--- config.mk ---
export PLATFORM = sky130hd
export DESIGN_NAME = lcnr_regs
export DESIGN_NICKNAME = d
export VERILOG_FILES = /design/src/lcnr_pkg.sv /design/src/lcnr_exit_latency.sv /design/src/lcnr_regs.sv
export SDC_FILE = /design/constraint.sdc
export NUM_CORES = 1
export LEC_CHECK = 0
export BUFFER_PORTS_ARGS = -buffer_cell sky130_fd_sc_hd__buf_2
export CAP_MARGIN = 20
export CORE_ASPECT_RATIO = 1.4
export CORE_UTILIZATION = 43
export CTS_CLUSTER_DIAMETER = 80
export DETAILED_ROUTE_END_ITERATION = 12
export HOLD_SLACK_MARGIN = 0.06
export PLACE_DENSITY = 0.78
export SETUP_SLACK_MARGIN = 0.5
export SLEW_MARGIN = 25
export SYNTH_ARGS = -nofsm -noshare
export SYNTH_HDL_FRONTEND = slang
export SYNTH_SLANG_ARGS = --single-unit
export TNS_END_PERCENT = 10
--- constraint.sdc ---
create_clock -name clk_in -period 1.6 [get_ports clk_in]
set_input_delay 0.4 -clock clk_in [delete_from_list [all_inputs] [get_ports clk_in]]
set_output_delay 0.4 -clock clk_in [all_outputs]
set_load 0.005 [all_outputs]
--- src/lcnr_pkg.sv ---
package lcnr_pkg;
    // register offsets (byte addresses)
    localparam logic [11:0] LCNR_LINK_CTRL_STATUS_OFF = 12'h0_0a0; // offset of own choosing
    localparam logic [11:0] LCNR_NP_REMAP_CTRL_OFF    = 12'h0_0e4;
    localparam logic [11:0] LCNR_NP_UPPER_BASE_OFF    = 12'h0_0e8;
    localparam int unsigned LCNR_ADDR_W               = 12;

    // link control / status field positions
    localparam int unsigned LCNR_ASPM_LSB      = 0;
    localparam int unsigned LCNR_RCB_BIT       = 3;
    localparam int unsigned LCNR_LINK_OFF_BIT  = 4;
    localparam int unsigned LCNR_RETRAIN_BIT   = 5;
    localparam int unsigned LCNR_REFCLK_BIT    = 6;
    localparam int unsigned LCNR_EXT_SYNC_BIT  = 7;
    localparam int unsigned LCNR_SPEED_LSB     = 16;
    localparam int unsigned LCNR_WIDTH_LSB     = 20;

    // fixed read values
    localparam logic [3:0] LCNR_SPEED_2G5      = 4'h1;
    localparam logic [5:0] LCNR_WIDTH_X1       = 6'h01;

    // aspm control codes
    localparam logic [1:0] LCNR_ASPM_OFF       = 2'h0;
    localparam logic [1:0] LCNR_ASPM_L0S       = 2'h1;

    // remap control field positions
    localparam int unsigned LCNR_REMAP_EN_BIT  = 3;
    localparam int unsigned LCNR_IO_SIZE_LSB   = 8;
    localparam int unsigned LCNR_LBASE_LSB     = 20;

    // reset values
    localparam logic [31:0] LCNR_RESET_WORD    = 32'h0000_0000;

    // exit latency codes, own choosing: {l1, l0s} per clocking mode
    localparam logic [2:0] LCNR_L0S_LAT_ASYNC  = 3'h6;
    localparam logic [2:0] LCNR_L0S_LAT_COMMON = 3'h4;
    localparam logic [2:0] LCNR_L1_LAT_ASYNC   = 3'h6;
    localparam logic [2:0] LCNR_L1_LAT_COMMON  = 3'h5;
endpackage

--- src/lcnr_exit_latency.sv ---
`timescale 1ns/1ns
module lcnr_exit_latency
    import lcnr_pkg::*;
(
    // clock and reset
    input  wire logic       clk_in,
    input  wire logic       nrst_in,
    // clocking mode
    input  wire logic       shared_refclk_in,
    // reported latencies
    output logic [2:0]      l0s_exit_lat_out,
    output logic [2:0]      l1_exit_lat_out
);
    // registered so the report follows the clock selection from flops
    always_ff @(posedge clk_in) begin
        if (!nrst_in) begin
            l0s_exit_lat_out <= LCNR_L0S_LAT_ASYNC;
            l1_exit_lat_out  <= LCNR_L1_LAT_ASYNC;
        end else begin
            l0s_exit_lat_out <= shared_refclk_in ? LCNR_L0S_LAT_COMMON
                                                 : LCNR_L0S_LAT_ASYNC;
            l1_exit_lat_out  <= shared_refclk_in ? LCNR_L1_LAT_COMMON
                                                 : LCNR_L1_LAT_ASYNC;
        end
    end
endmodule // lcnr_exit_latency

--- src/lcnr_regs.sv ---
`timescale 1ns/1ns
module lcnr_regs
    import lcnr_pkg::*;
(
    // clock and reset
    input  wire logic                   clk_in,
    input  wire logic                   nrst_in,
    // register port
    input  wire logic [LCNR_ADDR_W-1:0] addr_in,
    input  wire logic [31:0]            wdata_in,
    input  wire logic                   wr_in,
    input  wire logic                   rd_in,
    output logic [31:0]                 rdata_out,
    // link control outputs
    output logic                        ext_sync_out,
    output logic                        shared_refclk_select_out,
    output logic                        completion_boundary_select_out,
    output logic                        l0s_entry_enable_out,
    output logic [2:0]                  l0s_exit_lat_out,
    output logic [2:0]                  l1_exit_lat_out,
    // remap outputs
    output logic                        np_window_remap_enable_out,
    output logic [4:0]                  io_discard_bits_out,
    output logic [11:0]                 np_window_lower_base_out,
    output logic [31:0]                 np_window_upper_base_out
);
    logic [1:0]  active_state_power_control_reg;
    logic [31:0] link_word;
    logic [31:0] remap_word;
    logic [31:0] rdata_next;

    // address decode helper, used for both writes and reads
    function automatic logic hit(input logic [LCNR_ADDR_W-1:0] a,
                                 input logic [LCNR_ADDR_W-1:0] off);
        return a == off;
    endfunction

    // link control writable bits; retrain, link-off and bit 2 have no flop
    always_ff @(posedge clk_in) begin
        if (!nrst_in) begin
            ext_sync_out                   <= 1'b0;
            shared_refclk_select_out       <= 1'b0;
            completion_boundary_select_out <= 1'b0;
            active_state_power_control_reg <= LCNR_ASPM_OFF;
        end else if (wr_in && hit(addr_in, LCNR_LINK_CTRL_STATUS_OFF)) begin
            ext_sync_out                   <= wdata_in[LCNR_EXT_SYNC_BIT];
            shared_refclk_select_out       <= wdata_in[LCNR_REFCLK_BIT];
            completion_boundary_select_out <= wdata_in[LCNR_RCB_BIT];
            active_state_power_control_reg <= wdata_in[LCNR_ASPM_LSB +: 2];
        end
    end

    // reserved codes 10/11 are stored but enable nothing
    assign l0s_entry_enable_out = (active_state_power_control_reg == LCNR_ASPM_L0S);

    // remap control register
    always_ff @(posedge clk_in) begin
        if (!nrst_in) begin
            np_window_remap_enable_out <= 1'b0;
            io_discard_bits_out        <= 5'h00;
            np_window_lower_base_out   <= 12'h000;
        end else if (wr_in && hit(addr_in, LCNR_NP_REMAP_CTRL_OFF)) begin
            np_window_remap_enable_out <= wdata_in[LCNR_REMAP_EN_BIT];
            io_discard_bits_out        <= wdata_in[LCNR_IO_SIZE_LSB +: 5];
            np_window_lower_base_out   <= wdata_in[LCNR_LBASE_LSB +: 12];
        end
    end

    // upper base register
    always_ff @(posedge clk_in) begin
        if (!nrst_in) begin
            np_window_upper_base_out <= LCNR_RESET_WORD;
        end else if (wr_in && hit(addr_in, LCNR_NP_UPPER_BASE_OFF)) begin
            np_window_upper_base_out <= wdata_in;
        end
    end

    // read words; reserved bits are constant zero
    always_comb begin
        link_word = LCNR_RESET_WORD;
        link_word[LCNR_WIDTH_LSB +: 6]  = LCNR_WIDTH_X1;
        link_word[LCNR_SPEED_LSB +: 4]  = LCNR_SPEED_2G5;
        link_word[LCNR_EXT_SYNC_BIT]    = ext_sync_out;
        link_word[LCNR_REFCLK_BIT]      = shared_refclk_select_out;
        link_word[LCNR_RETRAIN_BIT]     = 1'b0;
        link_word[LCNR_LINK_OFF_BIT]    = 1'b0;
        link_word[LCNR_RCB_BIT]         = completion_boundary_select_out;
        link_word[2]                    = 1'b0;
        link_word[LCNR_ASPM_LSB +: 2]   = active_state_power_control_reg;
        remap_word = LCNR_RESET_WORD;
        remap_word[LCNR_LBASE_LSB +: 12]  = np_window_lower_base_out;
        remap_word[LCNR_IO_SIZE_LSB +: 5] = io_discard_bits_out;
        remap_word[LCNR_REMAP_EN_BIT]     = np_window_remap_enable_out;
        if (hit(addr_in, LCNR_LINK_CTRL_STATUS_OFF)) begin
            rdata_next = link_word;
        end else if (hit(addr_in, LCNR_NP_REMAP_CTRL_OFF)) begin
            rdata_next = remap_word;
        end else if (hit(addr_in, LCNR_NP_UPPER_BASE_OFF)) begin
            rdata_next = np_window_upper_base_out;
        end else begin
            rdata_next = LCNR_RESET_WORD; // unmapped reads zero
        end
    end

    // read data one cycle after strobe, zero otherwise
    always_ff @(posedge clk_in) begin
        if (!nrst_in) begin
            rdata_out <= LCNR_RESET_WORD;
        end else if (rd_in) begin
            rdata_out <= rdata_next;
        end else begin
            rdata_out <= LCNR_RESET_WORD;
        end
    end

    // latency report tracks clock selection; retrain itself is left to software
    lcnr_exit_latency u_exit_latency (
        .clk_in           (clk_in),
        .nrst_in          (nrst_in),
        .shared_refclk_in (shared_refclk_select_out),
        .l0s_exit_lat_out (l0s_exit_lat_out),
        .l1_exit_lat_out  (l1_exit_lat_out)
    );
endmodule // lcnr_regs

==> reports/qor.yml, run 1 <==
setup_path:
  worstSetupStartpointType: "flop"
  end_kind: "primary output"
  cp.required_ns: 1.20
  path_max_fanout: 2
  cp.arrival_ns: 0.93
  cp-startpoint: "active_state_power_control_reg[0]$_SDFFE_PN0P_"
  worstSetupPathType: "reg2out"
  timing.rr.start: "completion_boundary_select_out$_SDFFE_PN0P_"
clocking:
  cts_buffers: 9
  h-tree-depth: 3
  cts-root-buf: "clkbuf_8"
  ctsHoldBuffers: 0
  clockBufferDepth: 2
  clk-insertion-delay-late_ns: 0.35
  clk_pin_slew_ns: 0.08
  cts_tree: "yes"
  cts_sinks: 89
grt:
  grt_start_max_net_pins: 89
  grt_pass1_vias: 3006
  overflow: 0
  grt_usage_pct: 21.4
  grt_antenna_before_repair: 0
  grt_pass1_wl_um: 14000
timing:
  fmaxAchievable_mhz: 754
  drv_slew: 0
  whs_ns: 0.291
  final_hold_viol_count: 0
  setup_viol_count_final: 0
  finalCritPeriodShare_pct: 82.9
  fin_crit_ns: 1.33
  rsz0062_at_grt: "true"
  fin_tns_setup_ns: 0
  skew_ns: 0.00687
drt:
  drcViolationCount: 0
  viasPerCell: 4.96
  drt_wl_total_um: 9000
  wl_per_cell_um: 14.4
  drt-pass1-iter-count: 6
  drtIter0Drc: 126
  ant_nets: 0
  vias: 3103
final_layout:
  fin_area_sq_um: 4820
  area_growth_pct: 37.6
  diodes: 0
  drive_above_1_share_pct: 39.9
  top_regs: "np_window_upper_base_out x32, rdata_out x32, np_window_lower_base_out x12"
  nFillCells: 653
  fin_nets: 569
synth:
  synthCells: 369
  yosys_register_bits: 89
  async_reset_ff_share_pct: 0
  synthAdderAreaFrac_pct: 0
  synth_compound_area_share_pct: 5.85
  synth-simple-area-share_pct: 17.3
  yosysWarnings: 0
  synth-xor-area-share_pct: 0
  seq_area_frac_synth_pct: 50.8
  synth_top_area_share_pct: 50.8
  synth_edf_count: 0
  synth_cell_types: 31
  synthMuxAreaShare_pct: 15.7
  synth_flop_cell: "dfxtp_1"
  synth_top_cell_by_area: "dfxtp_1"
  ys_top_cells_by_area: "dfxtp_1, mux2i_1, nand2_1"
  avgSynthCellArea_sq_um: 9.50
  synth_top_family_by_area: "simple AND/OR/NAND/NOR gates"
  syn-cell-area_sq_um: 3510
min_path:
  hold_start: "wdata_in[5]"
  min_path_type: "in2reg"
die:
  die_x_um: 78.3
  start_util_pct: 44.7
  core_sq_um: 7850
  dieArea_sq_um: 8520
  ios: 140
  die_h_um: 109
  std_cell_rows: 38
flow_run:
  cap_viol_max_count: 0
power_and_ir_drop:
  irDropWorstVdd_mv: 0.734
  powerDensity_nw_per_um2: 823
  p_leak_nw: 2.51
placement:
  place.gp.congestion: 0.767
  dp_hpwl_um: 5960
  place_area_sq_um: 4310
  io_buffers: 136
run_status:
  status: "finished clean"
## synthesized netlist by cell type (2+ instances only)
| cell type | n |
|---|---|
| dfxtp_1 | 89 |
| nor2_1 | 2 |
| nor3_1 | 9 |
| nand4_1 | 3 |
| buf_2 | 3 |
| buf_4 | 4 |
| and3_1 | 2 |
| clkbuf_1 | 14 |
| o32ai_1 | 20 |
| nand2_1 | 89 |
| and4bb_2 | 4 |
| inv_1 | 51 |
| nand4_2 | 3 |
| buf_6 | 4 |
| mux2i_1 | 55 |
| conb_1 | 2 |
## per-stage QoR
step / total power, W / instances / worst slack, ns / utilization (%)
finish: 0.00397 / 626 / 0.273 / 61.5
global route: 0.00414 / 626 / 0.198 / 61.5
CTS: 0.00400 / 623 / 0.247 / 60.6
detailed placement: 0.00243 / 591 / -0.0801 / 54.9
global placement: 0.00243 / 591 / -0.0155 / 54.9
floorplan: 0.00235 / 370 / 0.00690 / -
## layer usage
| metal | track usage, % | up-vias | share of wire (%) |
|---|---|---|---|
| met1 | 24.1 | 1466 | 40 |
| li1 | - | 1514 | - |
| met4 | 11.8 | 0 | 2.5 |
| met3 | 4.69 | 19 | 5.0 |
| met2 | 37.3 | 104 | 53 |
| met5 | 0 | - | 0 |
## area by class of cell
cell class                      instances  area, sq um  area share (%)
Clock inverter                          3         47.5           0.985
Timing Repair Buffer                  166         1100            22.9
Multi-Input combinational cell        204         1400            29.0
Sequential cell                        89         1800            37.3
Inverter                               51          191            3.97
Tap cell                              100          125            2.59
Clock buffer                           13          159            3.29
## critical path, cell delays in order, from the launching register on
cell	delay [ns]
dfxtp_2	0.34
inv_2	0.04
nor2_2	0.09
buf_2	0.11
## cells in the final DEF, fill, tap and decap left out, types with 3 or more instances in the layout
| master | netlist | routed |
|---|---|---|
| nor3_1 | 9 | 9 |
| buf_4 | 4 | 19 |
| dfxtp_1 | 89 | 74 |
| mux2i_1 | 55 | 55 |
| buf_12 | 1 | 6 |
| buf_6 | 4 | 12 |
| nand2_1 | 89 | 89 |
| conb_1 | 2 | 3 |
| nand4_1 | 3 | 3 |
| buf_2 | 3 | 126 |
| inv_1 | 51 | 50 |
| and4bb_2 | 4 | 4 |
| dfxtp_2 | 0 | 15 |
| clkbuf_8 | 0 | 11 |
| clkbuf_16 | 0 | 3 |
| o32ai_1 | 20 | 20 |
## kinds of logic (layout without fill, tap and decap cells)
family | count (synthesis) | after routing
AO/OA/AOI/OAI | 24 | 24
buffers and inverters | 77 | 233
flip-flops | 89 | 89
multiplexers | 55 | 55
other | 2 | 3
AND/OR/NAND/NOR | 122 | 122
## path summary, 6_finish.rpt
| kind | to | slack (ns) | depth (start not counted) |
|---|---|---|---|
| worst max register to register | rdata_out[3]$_SDFF_PN0_ | 0.57 | 3 |
| worst min-delay path | np_window_upper_base_out[5]$_SDFFE_PN0P_ | 0.29 | 3 |
| worst max-delay path | l0s_entry_enable_out | 0.27 | 3 |
| worst min register to register | rdata_out[14]$_SDFF_PP0_ | 0.45 | 2 |
## power by group
part	leakage (nW)	switching (W)	internal, W
clock network	0.104	0.000760	0.000818
registers	0.724	0.000000108	0.00221
logic	1.69	0.000102	0.0000802
## repair_timing
action | in CTS | in global routing
gates resized for setup | 23 | 14
pin swaps | 4 | 2
gates cloned | 2 | 1
buffers inserted | 14 | 2
endpoints found under the setup margin | 167 | 172
Note: power is estimated with default switching activity, not from simulation.
==> run 2: changes to the inputs <==
- ABC_AREA: unset -> 1
- CORE_UTILIZATION: 43 -> 45
- PLACE_DENSITY: 0.78 -> 0.79
- clock period: 1.6 -> 1.11 ns (I/O delays scaled with it)
==> reports/qor.yml, run 2 <==
final_layout:
  nFillCells: 649  # -0.61%
  final_cells: 837  # +34%
  layout.cells.most_common_list: "buf_2, nand2_1, inv_1"
  final_common_cell: "buf_2"
  diodes: 0  # unchanged
  drive_above_1_share_pct: 55.7  # +16 points
  fin_nets: 776  # +36%
  final_util_pct: 71.5  # +10 points
  area_growth_pct: 54.9
  top_regs: "np_window_upper_base_out x32, rdata_out x32, np_window_lower_base_out x12"
die:
  core_sq_um: 8510  # +8.5%
  ios: 140  # unchanged
  die_x_um: 80.9  # +3.4%
  dieArea_sq_um: 9110  # +6.9%
  std_cell_rows: 40  # +5.3%
  die_h_um: 113  # +3.4%
  start_util_pct: 46.1  # +1.5 points
setup_path:
  timing.rr.start: "np_window_upper_base_out[20]$_SDFFE_PN0P_"
  worstSetupPathType: "reg2out"
  end_kind: "primary output"
  cp-startpoint: "active_state_power_control_reg[0]$_SDFFE_PN0P_"
  cp.required_ns: 0.83  # -0.37 ns
  path_max_fanout: 2  # unchanged
  worstSetupStartpointType: "flop"
  cp.arrival_ns: 0.90  # -0.03 ns
drt:
  drt-pass1-iter-count: 5  # -1
  drcViolationCount: 0  # unchanged
  vias: 4091  # +32%
  wl_per_cell_um: 14.2  # -1.4%
  drtIter0Drc: 256  # +100%
  ant_nets: 0  # unchanged
  drt_wl_total_um: 11900  # +32%
  viasPerCell: 4.89  # -1.4%
min_path:
  hold_start: "wdata_in[2]"
  min_path_type: "in2reg"
clocking:
  clk-insertion-delay-late_ns: 0.34  # about the same
  cts_sinks: 89  # unchanged
  h-tree-depth: 3  # unchanged
  cts_tree: "yes"
  ctsHoldBuffers: 0  # unchanged
  cts_buffers: 9  # unchanged
  cts-root-buf: "clkbuf_16"
  clk_pin_slew_ns: 0.06  # -0.02 ns
  clockBufferDepth: 2  # unchanged
power_and_ir_drop:
  powerDensity_nw_per_um2: 1040  # +27%
  p_seq_share_pct: 50.2  # -5.5 points
  switching_share_pct: 22.6  # +0.88 points
  clockPowerShare_pct: 43.7  # +4.0 points
  internal_power_w: 0.00492  # +58%
  combPwrFrac_pct: 6.1  # +1.5 points
  p_leak_nw: 3.17  # +26%
  irDropWorstVdd_mv: 1.03  # +41%
  switchingPower_w: 0.00143  # +66%
  p_total_w: 0.00635  # +60%
placement:
  dp_hpwl_um: 7290  # +22%
  place.gp.congestion: 0.837  # +9.1%
  io_buffers: 136  # unchanged
  dp_cells: 800  # +35%
synth:
  async_reset_ff_share_pct: 0  # unchanged
  avgSynthCellArea_sq_um: 6.95  # -27%
  yosys_register_bits: 89  # unchanged
  synth_flop_cell: "dfxtp_1"
  synthCells: 565  # +53%
  yosysWarnings: 0  # unchanged
  synth_edf_count: 0  # unchanged
  synth_commonest_cells: "nand2_1, nor2_1, inv_1, dfxtp_1, nand4_1"
  synth_cell_types: 22  # -29%
  synth_top_area_share_pct: 45.4  # -5.4 points
  synth_most_common_cell: "nand2_1"
  syn-cell-area_sq_um: 3930  # +12%
  synth_top_cell_by_area: "dfxtp_1"
  seq_area_frac_synth_pct: 45.4  # -5.4 points
  ys_top_cells_by_area: "dfxtp_1, nand2_1, nor2_1"
timing:
  fin_crit_ns: 1.18
  finalCritPeriodShare_pct: 106
  skew_ns: 0.00492  # -0.00195 ns
  rsz0062_at_grt: "true"
  drv_slew: 0  # unchanged
  setup_viol_count_final: 16  # +16
  worst_slack_ns: -0.0719  # -0.345 ns
  whs_ns: 0.142  # -0.149 ns
  final_hold_viol_count: 0  # unchanged
  fmaxAchievable_mhz: 846
grt:
  grt_usage_pct: 25.7  # +4.3 points
  grt_start_max_net_pins: 39  # -56%
  grt_pass1_wl_um: 17800  # +27%
  grt_antenna_before_repair: 0  # unchanged
  overflow: 0  # unchanged
  grt_pass1_vias: 3900  # +30%
run_status:
  status: "finished with violations"
  failed_checks: "negative setup slack"
flow_run:
  cap_viol_max_count: 0  # unchanged
[run 2: cell families after synthesis]
kind of cell,share of synthesized area (%)
AO/OA/AOI/OAI,0.510
buffers and inverters,14.8
AND/OR/NAND/NOR,39.2
other,0.191
flip-flops,45.4
[run 2: worst paths after layout]
check	endpoint	slack, ns	depth (start not counted)
worst min register to register	u_exit_latency.l0s_exit_lat_out[1]$_SDFF_PN1_	0.46	1
worst max-delay path	l0s_entry_enable_out	-0.07	3
worst min-delay path	np_window_upper_base_out[2]$_SDFFE_PN0P_	0.14	3
worst max register to register	rdata_out[20]$_SDFF_PN0_	0.29	5
[run 2: power by group through the flow]
| stage | Sequential [W] | Clock, W | Combinational [W] |
|---|---|---|---|
| global route | 0.00319 | 0.00296 | 0.000413 |
| CTS | 0.00319 | 0.00283 | 0.000363 |
| detailed placement | 0.00327 | 0 | 0.000318 |
| floorplan | 0.00327 | 0 | 0.000145 |
| finish | 0.00319 | 0.00278 | 0.000387 |
| global placement | 0.00327 | 0 | 0.000309 |
[run 2: area by class of cell]
cell class / count / area (sq um) / share of cell area [%]
Tap cell: 105 / 131 / 2.16
Sequential cell: 89 / 1870 / 30.7
Multi-Input combinational cell: 341 / 1990 / 32.7
Timing Repair Buffer: 183 / 1420 / 23.4
Clock buffer: 13 / 250 / 4.11
Inverter: 104 / 403 / 6.62
Clock inverter: 2 / 15.0 / 0.247
[run 2: through the flow]
step | worst slack, ns | instance area [sq um] | TNS [ns]
finish | -0.0719 | 6080 | -0.293
global route | -0.111 | 6080 | -2.60
CTS | -0.109 | 5750 | -0.109
detailed placement | -0.341 | 4890 | -23.35
global placement | -0.298 | 4890 | -21.25
floorplan | -0.111 | 3990 | -5.35
[run 2: critical path, cell delays in order (launching register included)]
cell and delay (ns):
dfxtp_2 0.33, inv_2 0.04, nor2_2 0.07, buf_2 0.11
[run 2: repair_timing]
| item | in CTS | in global routing |
|---|---|---|
| cloned | 0 | 5 |
| pin swaps | 185 | 102 |
| resized for setup | 188 | 45 |
| buffers inserted | 14 | 3 |
| endpoints found under the setup margin | 176 | 176 |
[run 2: routing by layer]
| layer | GRT usage, % | vias to the layer above | share of wire (%) |
|---|---|---|---|
| met5 | 0 | - | 0 |
| met4 | 12.6 | 0 | 3.0 |
| met3 | 4.55 | 28 | 4.0 |
| met2 | 46.6 | 125 | 56 |
| met1 | 27.7 | 1913 | 37 |
| li1 | - | 2025 | - |
==> run 3: changes to the inputs <==
- MAX_ROUTING_LAYER: unset -> met4
==> reports/qor.yml, run 3 (synthesis results as in run 2) <==
run_status:
  status: "finished with violations"
  failed_checks: "negative setup slack"
power_and_ir_drop:
  p_leak_nw: 3.17  # about the same
  irDropWorstVdd_mv: 1.03  # about the same
  powerDensity_nw_per_um2: 1040  # about the same
  p_total_w: 0.00636  # about the same
drt:
  drt-pass1-iter-count: 4  # -1
  viasPerCell: 4.91  # +0.37%
  drcViolationCount: 0  # unchanged
  ant_nets: 0  # unchanged
  drt_wl_total_um: 11900  # about the same
  vias: 4106  # +0.37%
  drtIter0Drc: 222  # -13%
  wl_per_cell_um: 14.2  # about the same
setup_path:
  end_kind: "primary output"
  worstSetupPathType: "reg2out"
  cp.required_ns: 0.83  # about the same
  r2r_slack_ns: 0.29  # about the same
  reg2reg_to: "rdata_out[20]$_SDFF_PN0_"
  timing.rr.start: "np_window_upper_base_out[20]$_SDFFE_PN0P_"
  path_max_fanout: 2  # unchanged
  rr_worst_depth: 5  # unchanged
  worstSetupStartpointType: "flop"
  cp-startpoint: "active_state_power_control_reg[0]$_SDFFE_PN0P_"
  cp.arrival_ns: 0.90  # about the same
final_layout:
  fin_nets: 776  # unchanged
  final_util_pct: 71.6  # +0.088 points
  layout.cells.most_common_list: "buf_2, nand2_1, inv_1"
  drive_above_1_share_pct: 55.9  # +0.14 points
  top_regs: "np_window_upper_base_out x32, rdata_out x32, np_window_lower_base_out x12"
  diodes: 0  # unchanged
  final_common_cell: "buf_2"
  area_growth_pct: 55.1
placement:
  io_buffers: 136  # unchanged
  post-place-ws_ns: -0.341  # unchanged
  place.gp.congestion: 0.850  # +1.6%
  dp_hpwl_um: 7290  # unchanged
clocking:
  h-tree-depth: 3  # unchanged
  clockBufferDepth: 2  # unchanged
  cts_tree: "yes"
  cts_sinks: 89  # unchanged
  cts_buffers: 9  # unchanged
  clk-insertion-delay-late_ns: 0.34  # about the same
  cts-root-buf: "clkbuf_16"
  clk_pin_slew_ns: 0.06  # about the same
  ctsHoldBuffers: 0  # unchanged
timing:
  setup_viol_count_final: 16  # unchanged
  finalCritPeriodShare_pct: 106  # about the same
  skew_ns: 0.00500  # +0.0000738 ns
  drv_slew: 0  # unchanged
  final_hold_viol_count: 0  # unchanged
  fmaxAchievable_mhz: 847  # about the same
  worst_slack_ns: -0.0711  # +0.000826 ns
  rsz0062_at_grt: "true"
  fin_crit_ns: 1.18  # -0.000826 ns
min_path:
  min_path_type: "in2reg"
  whs_endpoint: "np_window_upper_base_out[2]$_SDFFE_PN0P_"
  whs_path_depth: 3  # unchanged
  hold_start: "wdata_in[2]"
die:
  die_h_um: 113  # unchanged
  die_x_um: 80.9  # unchanged
  core_sq_um: 8510  # unchanged
  std_cell_rows: 40  # unchanged
  ios: 140  # unchanged
  dieArea_sq_um: 9110  # unchanged
  start_util_pct: 46.1  # unchanged
grt:
  grt_start_max_net_pins: 39  # unchanged
  overflow: 0  # unchanged
  grt_usage_pct: 26.4  # +0.75 points
  grt_antenna_before_repair: 0  # unchanged
  grt_pass1_wl_um: 17800  # about the same
  grt_pass1_vias: 3896  # -0.10%
flow_run:
  cap_viol_max_count: 0  # unchanged
-- run 3: cell counts in the layout (fill, tap and decap cells not counted) --
No cell type changed its count.
-- run 3: per-layer routing --
metal / track usage [%] / wire (um) / vias up / share of wire (%)
met5: - / 0 / - / 0
met4: 12.6 / 350 / 0 / 3.0
met3: 4.07 / 505 / 28 / 4.3
met2: 46.9 / 6650 / 132 / 56
met1: 27.7 / 4360 / 1922 / 37
li1: - / - / 2024 / -
-- run 3: layout make-up --
class | instances | area (sq um)
multi-input cells | 341 | 2000
clock inverters | 2 | 15.0
fillers | 652 | 2420
well taps | 105 | 131
inverters | 104 | 403
repair buffers | 183 | 1420
flip-flops and latches | 89 | 1870
clock buffers | 13 | 250
-- run 3: worst max-delay path by stage --
| stage | to | slack, ns | cells after the start |
|---|---|---|---|
| floorplan | io_discard_bits_out[2]$_SDFFE_PN0P_ | -0.11 | 9 |
| global placement | rdata_out[1]$_SDFF_PN0_ | -0.30 | 9 |
| detailed placement | rdata_out[29]$_SDFF_PP0_ | -0.34 | 9 |
| CTS | l0s_entry_enable_out | -0.11 | 3 |
| global route | l0s_entry_enable_out | -0.11 | 3 |
| finish | l0s_entry_enable_out | -0.07 | 3 |
-- run 3: through the flow --
step	instances	hold WS [ns]	TNS, ns	instance area, sq um
2_1_floorplan	566	0.412	-5.35	3990
3_5_place_dp	800	0.424	-23.35	4890
4_1_cts	829	0.133	-0.109	5750
5_1_grt	837	0.144	-2.60	6090
3_3_place_gp	800	0.418	-21.25	4890
6_report	837	0.142	-0.281	6090
-- run 3: where the power goes --
group	internal (W)	switching (W)	leakage (nW)
Sequential	0.00319	0.000000318	0.750
Combinational	0.000161	0.000225	2.30
Clock	0.00157	0.00121	0.122
Total	0.00492	0.00144	3.17
-- run 3: critical path, cell delays in order, from the launching register on --
cell	delay (ns)
dfxtp_2	0.33
inv_2	0.04
nor2_2	0.07
buf_2	0.11
-- run 3: repair_timing --
item | CTS | global route
setup endpoints to repair | 176 | 176
gates resized for setup | 188 | 47
pin swaps | 185 | 102
setup buffers | 14 | 3
cloned | 0 | 5
